--- config.mk ---
export PLATFORM = sky130hd
export DESIGN_NAME = bobo_exec
export DESIGN_NICKNAME = d
export VERILOG_FILES = /design/src/bobo_pkg.sv /design/src/bobo_exec.sv
export VERILOG_INCLUDE_DIRS = /design/src
export SDC_FILE = /design/constraint.sdc
export NUM_CORES = 1
export LEC_CHECK = 0
export CAP_MARGIN = 20
export CORE_ASPECT_RATIO = 0.8
export CORE_MARGIN = 3
export CORE_UTILIZATION = 55
export DETAILED_ROUTE_END_ITERATION = 7
export DONT_BUFFER_PORTS = 1
export PLACE_DENSITY = 0.7
export SETUP_SLACK_MARGIN = 0.05
export SLEW_MARGIN = 20
export SYNTH_ARGS = -nofsm -noshare
export SYNTH_HDL_FRONTEND = slang
export SYNTH_SLANG_ARGS = --single-unit
--- constraint.sdc ---
create_clock -name mclk -period 10.5 [get_ports mclk]
set_input_delay 1.575 -clock mclk [delete_from_list [all_inputs] [get_ports mclk]]
set_output_delay 1.575 -clock mclk [all_outputs]
set_load 0.005 [all_outputs]
--- src/bobo_regs.svh ---
// Functional notes
// - Tested bit one loads PC with next-instruction address plus displacement.
// - Tested bit zero advances PC by one and continues in sequence.
// - Displacement is added to the address following the branch instruction.
// - Address register post-update always happens, branch taken or not.
// - Displacement is a 32-bit two's complement extension word.
// - Reading system stack high as source decrements the stack pointer.
// - A 5-bit immediate field selects bit 0 to 31 under test.
// - Memory alterable, absolute short, I/O short and register sources are supported.
// - Effective address uses R0-R7 indirect modes, no register-plus-displacement mode.
// - Absolute short carries 7-bit address; space bit picks X or Y.
// - I/O short carries 7-bit peripheral address with the same space bit.
// - Two program words and eight oscillator cycles; up to five operand wait cycles fit inside the eight.
// - Condition code, exception status and exception flag bits stay unchanged.
`ifndef BOBO_REGS_SVH
`define BOBO_REGS_SVH
`define BOBO_TOP_HI 31
`define BOBO_TOP_LO 20
`define BOBO_TOP_VAL 12'h02a
`define BOBO_TOP_EA 12'h028
`define BOBO_TOP_REG 12'h02b
`define BOBO_SHORT_BIT 19
`define BOBO_LOW_HI 11
`define BOBO_LOW_LO 9
`define BOBO_LOW_VAL 3'h6
`define BOBO_LOWZ_HI 7
`define BOBO_LOWZ_LO 5
`define BOBO_SPACE_BIT 8
`define BOBO_BIT_HI 4
`define BOBO_ADDR_HI 18
`define BOBO_ADDR_LO 12
`define BOBO_REG_HI 19
`define BOBO_REG_LO 13
`define BOBO_REG0_BIT 12
`define BOBO_MODE_HI 19
`define BOBO_MODE_LO 17
`define BOBO_RN_HI 16
`define BOBO_RN_LO 14
`define BOBO_MODE_DISP 3'h7
`define BOBO_REG_SSH 7'h7c
`define BOBO_CYCLES 4'h8
`define BOBO_ONE 32'h00000001
`define BOBO_RC_GRP_HI 6
`define BOBO_RC_GRP_LO 3
`define BOBO_RC_NUM_HI 2
`define BOBO_RC_DMAIN_HI 6
`define BOBO_RC_DMAIN_LO 5
`define BOBO_RC_DMAIN 2'h0
`define BOBO_RC_DEXT 4'h4
`define BOBO_RC_ADDR 4'h5
`define BOBO_RC_OFS 4'h6
`define BOBO_RC_MOD 4'h7
`define BOBO_RC_CTL 4'hf
`define BOBO_RC_NONE 3'h0
`define BOBO_CNT_RST 4'h0
`define BOBO_CNT_START 4'h1
`define BOBO_CNT_STEP 4'h1
`define BOBO_PC_RST 32'h00000000
`endif

--- src/bobo_pkg.sv ---
package bobo_pkg;
    typedef enum logic [1:0] {BOBO_SRC_EA, BOBO_SRC_ABS, BOBO_SRC_IO, BOBO_SRC_REG} bobo_src_t;
    typedef struct packed {
        logic valid;
        bobo_src_t src;
        logic y_space;
        logic [6:0] short_addr;
        logic [6:0] reg_code;
        logic [2:0] ea_mode;
        logic [2:0] ea_reg;
        logic [4:0] bit_sel;
    } bobo_dec_t;
    typedef struct packed {
        logic rd;
        logic y_space;
        logic io;
        logic [6:0] short_addr;
    } bobo_mem_t;
endpackage

--- src/bobo_exec.sv ---
`timescale 1ns/10ps
`default_nettype none
`include "bobo_regs.svh"
module bobo_exec
    import bobo_pkg::*;
(
    input wire logic mclk,
    input wire logic rst_b,
    input wire logic start,
    input wire logic [31:0] opcode,
    input wire logic [31:0] ext_word,
    input wire logic [31:0] pc_in,
    input wire logic [31:0] operand,
    input wire logic operand_valid,
    output logic busy,
    output logic done,
    output logic illegal,
    output logic taken,
    output bobo_dec_t dec_out,
    output bobo_mem_t mem_req,
    output logic ea_update,
    output logic [2:0] ea_reg_sel,
    output logic [2:0] ea_mode_sel,
    output logic [6:0] reg_read_code,
    output logic reg_read,
    output logic stack_pop,
    output logic pc_load,
    output logic [31:0] pc_out
);
    // ----------------------------------------
    // Decode
    // ----------------------------------------
    typedef enum logic [1:0] {ST_IDLE, ST_FETCH, ST_WAIT, ST_DONE} bobo_state_t;
    bobo_state_t state_reg, state_next;
    bobo_dec_t dec_reg;
    logic [3:0] cnt_reg;
    logic [31:0] pc_reg;
    logic taken_reg;
    wire [11:0] top = opcode[`BOBO_TOP_HI:`BOBO_TOP_LO];
    // ----------------------------------------
    // Register source codes
    // ----------------------------------------
    // Unassigned codes are refused so a stray opcode never reads a random register.
    wire [6:0] rcode = opcode[`BOBO_REG_HI:`BOBO_REG_LO];
    wire [3:0] rc_grp = rcode[`BOBO_RC_GRP_HI:`BOBO_RC_GRP_LO];
    wire [2:0] rc_num = rcode[`BOBO_RC_NUM_HI:0];
    wire rc_data_main = rcode[`BOBO_RC_DMAIN_HI:`BOBO_RC_DMAIN_LO] == `BOBO_RC_DMAIN;
    wire rc_data_ext = rc_grp == `BOBO_RC_DEXT;
    wire rc_addr = rc_grp == `BOBO_RC_ADDR;
    wire rc_offset = rc_grp == `BOBO_RC_OFS;
    wire rc_modifier = rc_grp == `BOBO_RC_MOD;
    wire rc_control = rc_grp == `BOBO_RC_CTL && rc_num != `BOBO_RC_NONE;
    wire rc_ok = rc_data_main || rc_data_ext || rc_addr || rc_offset || rc_modifier
        || rc_control;
    wire low_ok = opcode[`BOBO_LOW_HI:`BOBO_LOW_LO] == `BOBO_LOW_VAL
        && opcode[`BOBO_LOWZ_HI:`BOBO_LOWZ_LO] == 3'h0;
    wire is_reg = top == `BOBO_TOP_REG && !opcode[`BOBO_REG0_BIT] && rc_ok;
    wire is_short = top == `BOBO_TOP_VAL;
    wire is_ea = top == `BOBO_TOP_EA
        && opcode[`BOBO_MODE_HI:`BOBO_MODE_LO] != `BOBO_MODE_DISP;
    wire form_ok = is_reg || is_short || is_ea;
    wire dec_ok = low_ok && form_ok;
    bobo_dec_t dec_w;
    assign dec_w.valid = dec_ok;
    assign dec_w.src = is_reg ? BOBO_SRC_REG : is_ea ? BOBO_SRC_EA :
        opcode[`BOBO_SHORT_BIT] ? BOBO_SRC_IO : BOBO_SRC_ABS;
    // Register form forces X space, since its space bit position is a fixed zero.
    assign dec_w.y_space = opcode[`BOBO_SPACE_BIT] && !is_reg;
    assign dec_w.short_addr = opcode[`BOBO_ADDR_HI:`BOBO_ADDR_LO];
    assign dec_w.reg_code = opcode[`BOBO_REG_HI:`BOBO_REG_LO];
    assign dec_w.ea_mode = opcode[`BOBO_MODE_HI:`BOBO_MODE_LO];
    assign dec_w.ea_reg = opcode[`BOBO_RN_HI:`BOBO_RN_LO];
    assign dec_w.bit_sel = opcode[`BOBO_BIT_HI:0];
    // ----------------------------------------
    // Sequencer
    // ----------------------------------------
    // eight cycles, up to five operand wait cycles included
    wire cnt_end = cnt_reg == `BOBO_CYCLES - `BOBO_CNT_STEP;
    wire [3:0] cnt_next = (state_reg == ST_IDLE) ? `BOBO_CNT_START : cnt_reg + `BOBO_CNT_STEP;
    wire in_fetch = state_reg == ST_FETCH;
    wire fetch_go = in_fetch && operand_valid;
    always_comb
    begin
        state_next = state_reg;
        case (state_reg)
            ST_IDLE:
            begin
                if (start && dec_ok)
                begin
                    state_next = ST_FETCH;
                end
            end
            ST_FETCH:
            begin
                // A source that never answers holds the block here; the core must answer.
                if (operand_valid)
                begin
                    state_next = ST_WAIT;
                end
            end
            ST_WAIT:
            begin
                // Operand waits in fetch use up the same count, so up to five of them add nothing to the total.
                if (cnt_end)
                begin
                    state_next = ST_DONE;
                end
            end
            ST_DONE:
            begin
                state_next = ST_IDLE;
            end
            default:
            begin
                state_next = ST_IDLE;
            end
        endcase
    end
    // ----------------------------------------
    // Operand test
    // ----------------------------------------
    // bit test
    wire bit_one = operand[dec_reg.bit_sel];
    // ----------------------------------------
    // Program counter
    // ----------------------------------------
    // The adder is 32 bits wide, so a target wraps round the address space.
    // target from next address
    wire [31:0] pc_after = pc_in + `BOBO_ONE;
    wire [31:0] pc_tgt = pc_after + ext_word;
    wire [31:0] pc_next = bit_one ? pc_tgt : pc_after;
    // ----------------------------------------
    // State and cycle count
    // ----------------------------------------
    always_ff @(posedge mclk)
    begin
        if (!rst_b)
        begin
            state_reg <= ST_IDLE;
            cnt_reg <= `BOBO_CNT_RST;
        end
        else
        begin
            state_reg <= state_next;
            cnt_reg <= cnt_next;
        end
    end
    // ----------------------------------------
    // Decode capture
    // ----------------------------------------
    // Every start in idle is captured; an illegal one never leaves idle.
    wire dec_load = state_reg == ST_IDLE && start;
    always_ff @(posedge mclk)
    begin
        if (!rst_b)
        begin
            dec_reg <= '0;
        end
        else if (dec_load)
        begin
            dec_reg <= dec_w;
        end
    end
    // ----------------------------------------
    // Branch result
    // ----------------------------------------
    // The result holds until the next operand is accepted.
    always_ff @(posedge mclk)
    begin
        if (!rst_b)
        begin
            pc_reg <= `BOBO_PC_RST;
            taken_reg <= 1'b0;
        end
        else if (fetch_go)
        begin
            taken_reg <= bit_one;
            pc_reg <= pc_next;
        end
    end
    // ----------------------------------------
    // Outputs
    // ----------------------------------------
    // Condition codes and exception bits have no path out of this block.
    // flags untouched
    // Illegal is combinational so the core sees a refused start in the same cycle; busy comes from the state register.
    assign busy = state_reg != ST_IDLE;
    assign done = state_reg == ST_DONE;
    assign illegal = start && state_reg == ST_IDLE && !dec_ok;
    assign taken = taken_reg;
    assign dec_out = dec_reg;
    assign pc_out = pc_reg;
    assign pc_load = done;
    // ----------------------------------------
    // Source requests
    // ----------------------------------------
    assign mem_req.rd = in_fetch && dec_reg.src != BOBO_SRC_REG;
    assign mem_req.y_space = dec_reg.y_space;
    assign mem_req.io = dec_reg.src == BOBO_SRC_IO;
    assign mem_req.short_addr = dec_reg.short_addr;
    assign reg_read = in_fetch && dec_reg.src == BOBO_SRC_REG;
    assign reg_read_code = dec_reg.reg_code;
    // ----------------------------------------
    // Address update and stack
    // ----------------------------------------
    // always update
    assign ea_update = fetch_go && dec_reg.src == BOBO_SRC_EA;
    assign ea_reg_sel = dec_reg.ea_reg;
    assign ea_mode_sel = dec_reg.ea_mode;
    // Only the register form can pop; memory forms never touch the stack.
    // stack pop
    assign stack_pop = fetch_go && dec_reg.src == BOBO_SRC_REG
        && dec_reg.reg_code == `BOBO_REG_SSH;
endmodule
`default_nettype wire

==> metrics.md <==
| Metric | Value |
|---|---|
| Crit path buf inv count | `0` |
| Yosys reg bits | `56` |
| Critical path arrival | `5.23 ns` |
| Hold path startpoint | `pc_out[12]` |
| First-pass GRT wire length | `24540 um` |
| Non-filler cells in the finished layout | `755` |
| Fmax | `198.6 MHz` |
| Reg2reg start | `dec_out[0]` |
| Peak VDD IR | `0.05623 mV` |
| Average size of a mapped cell | `7.706 sq um` |
| Initial drt markers | `394` |
| H-tree depth | `2` |
| RR Endpoint | `pc_out[24]` |
| Post-synth ARST share | `0` |
| Detailed Place HPWL | `12590 um` |
| Cts-stage hold buffer count | `0` |
| Post-synth cell types | `62` |
| Core box area | `0.009309 sq mm` |
| IO Pins | `224` |
| Die area | `0.01102 sq mm` |
| DRT antenna net count | `0` |
| Synth Flop Type | `dfxtp_1` |
| Commonest non-fill, non-tap cell in the layout | `nand2_1` |
| Pre-antenna DRT Iters | `5` |
| WP data required | `10.69 ns` |
| Post-synth EDFFs | `0` |
| Synthesized net count | `876` |
| Max_cap viols | `0` |
| Final core utilization | `0.5687` |
| GRT Residual Overflow | `0` |
| Crit path launch type | `primary input` |
| Root Driver | `clkbuf_16` |
| Status | `completed` |
| Post-CTS Setup Inserts | `0` |
| Clock Sinks | `56` |
| R2R depth | `7` |
| Buffer depth of the longest clock path | `2` |
| DR vias | `5007` |
| IO Port Bufs | `0` |
| Layout cells sized above 1 | `0.04531` |
| Final net count | `816` |
| Critical Path Stages | `14` |
| Setup TNS | `0 ns` |
| Die Ht | `94.52 um` |
| Critical-path maximum fanout | `8` |
| Commonest cells after routing, fill and taps aside | `nand2_1, a21oi_1, dfxtp_1, ha_1, nor2_1` |
| Largest net degree at the start of global routing | `53` |
| Clk_lat worst skew | `0.30 ns` |
| Crit. End Element | `register` |
| Vias in the first global route | `4735` |
| Hold depth | `2` |
| Initial core utilization | `0.5786` |
| Gate Count Post-Synth | `699` |
| Synth Warn # | `0` |
| Multi-input logic area | `0.003800 sq mm` |
| Post-DR vias/cell | `6.632` |
| Routability cong. | `0.9694` |
| Final period util | `0.4796` |
| Final setup vio count | `0` |
| RSZ-0062 raised after global routing | `no` |
| Post-route minimum period | `5.035 ns` |
| Pre-CTS setup slack | `5.280 ns` |
| Max reg flops | `32` |
| FF/Latch Area | `0.001121 sq mm` |
| Ant diodes | `0` |
| Crit Path Class | `in2reg` |
| Final WL | `16040 um` |
| CTS tree | `yes` |
| Num CTS Buffers | `5` |
| Final Slew Violations | `0` |
| Mapped Area | `0.005386 sq mm` |
| Max_slew headroom | `0.3656` |
| Initial antenna violation count | `0` |
| Worst min-delay path class | `reg2reg` |
| Power density cells | `111.1 mW/mm^2` |
| Delay-heaviest family, CP | `compound AO/OA/AOI/OAI gates` |
| Total Routing Usage GR | `0.2796` |
| WL per Instance | `21.24 um` |
| DRC Markers | `0` |
| Final hold violation count | `0` |
| Die Wd | `116.6 um` |
| Cells after DPL | `746` |
| R2R setup slack | `7.59 ns` |
| Register area share after synthesis | `0.2081` |
| P_leak | `2.051 nW` |
| Worst setup margin | `5.465 ns` |
| Slew @ Worst Pin | `0.9516 ns` |
| Clk_skew | `0.007536 ns` |
| Min-Delay Endpoint | `pc_out[12]` |
| Worst path slowest cell | `nor4_2` |
| Rows | `31` |
| Filler cell count | `897` |
| P&R area growth vs syn | `-1.719%` |
| Reg clk slew, reported paths | `0.08 ns` |
| Worst-path cell chain | `ha_1, nand2_1, nor4_2, nand2_1, xnor2_1, ha_1, a21o_1, a21oi_1, nor2b_1, a311o_1, o21a_1, a31o_1, and4_1, a211o_1` |
| CP peak stage delay | `0.76 ns` |
| # resized after CTS | `0` |
[layer usage]
metal  share of wire  global-route usage  wire length (um)  vias up
met2            0.44              0.4324              7061      216
met1            0.44              0.3937              7085     2380
met3            0.11             0.08136              1765       11
met5               0                   0                 0        -
li1                -                   -                 -     2400
met4          0.0077             0.04298               123        0
[Yosys cell counts (all sizes together) (3+ instances only)]
library cell  instances  area [sq um]
a21o                 16         120.1
o21bai                7         52.55
inv                  16         60.06
mux4                  8         180.2
mux2i                 9         93.84
a211oi               18         135.1
nor4                  5         43.79
nand4                19         118.9
and3                 19         118.9
o21a                  4         30.03
nand4b                5         43.79
xnor2                36         315.3
nor2b                 6         37.54
nand2                80         300.3
xor2                 19         166.4
a21oi                76         384.1
o21ai                31         155.2
a31oi                 9         56.30
and2                  7         43.79
ha                   44         550.5
buf                  47         324.1
dfxtp                56          1121
a211o                 4         35.03
nor3                 12         65.06
nor2                 43         161.4
nand3                31         155.2
o311ai                3         26.28
mux2                  4         45.04
clkbuf               22         82.58
o31ai                 4         30.03
and4                  3         26.28
o211ai               10         75.07
[per-stage QoR]
stage               area, sq um  power (mW)  hold WS [ns]
floorplan                  5386      0.3861        0.4379
global placement           5132      0.4120        0.4513
detailed placement         5132      0.4141        0.4668
CTS                        5279      0.5876        0.4784
global route               5294      0.6221        0.4989
finish                     5294      0.5879        0.4765
[area by class of cell]
class / instances / share of cell area
repair buffers: 2 / 0.004254
well taps: 115 / 0.02718
clock inverters: 3 / 0.004018
inverters: 16 / 0.01134
flip-flops and latches: 56 / 0.2118
clock buffers: 5 / 0.02364
multi-input cells: 558 / 0.7178
[power by group]
part	internal, mW	switching, mW	total, mW
Clock	0.0893	0.0847	0.174
Sequential	0.216	0.00901	0.225
Combinational	0.0756	0.114	0.189
[kinds of logic (layout without fill, tap and decap cells)]
group,count (synthesis),after routing,synth area share
AO/OA/AOI/OAI,198,198,0.2307
XOR/XNOR,55,55,0.08943
adder cells (fa/ha/maj),45,45,0.1059
buffers and inverters,85,26,0.08664
flip-flops,56,56,0.2081
multiplexers,21,21,0.05923
AND/OR/NAND/NOR,239,239,0.2200
[worst max-delay path by stage]
stage,slack (ns),startpoint,end
floorplan,5.78,pc_in[0],pc_out[30]
global placement,5.28,pc_in[0],pc_out[31]
detailed placement,5.28,pc_in[0],pc_out[31]
finish,5.46,pc_in[0],pc_out[31]
global route,5.25,pc_in[0],pc_out[31]
CTS,5.58,pc_in[0],pc_out[31]
[worst register-to-register path, cell delays in order (launching register included)]
cell,delay (ns)
dfxtp_1,0.62
mux4_2,0.57
mux2_2,0.28
a21oi_2,0.17
mux2_2,0.65
nor3_1,0.10
mux2_2,0.31
nor3_2,0.14
Power figures use the tool's default switching activity.
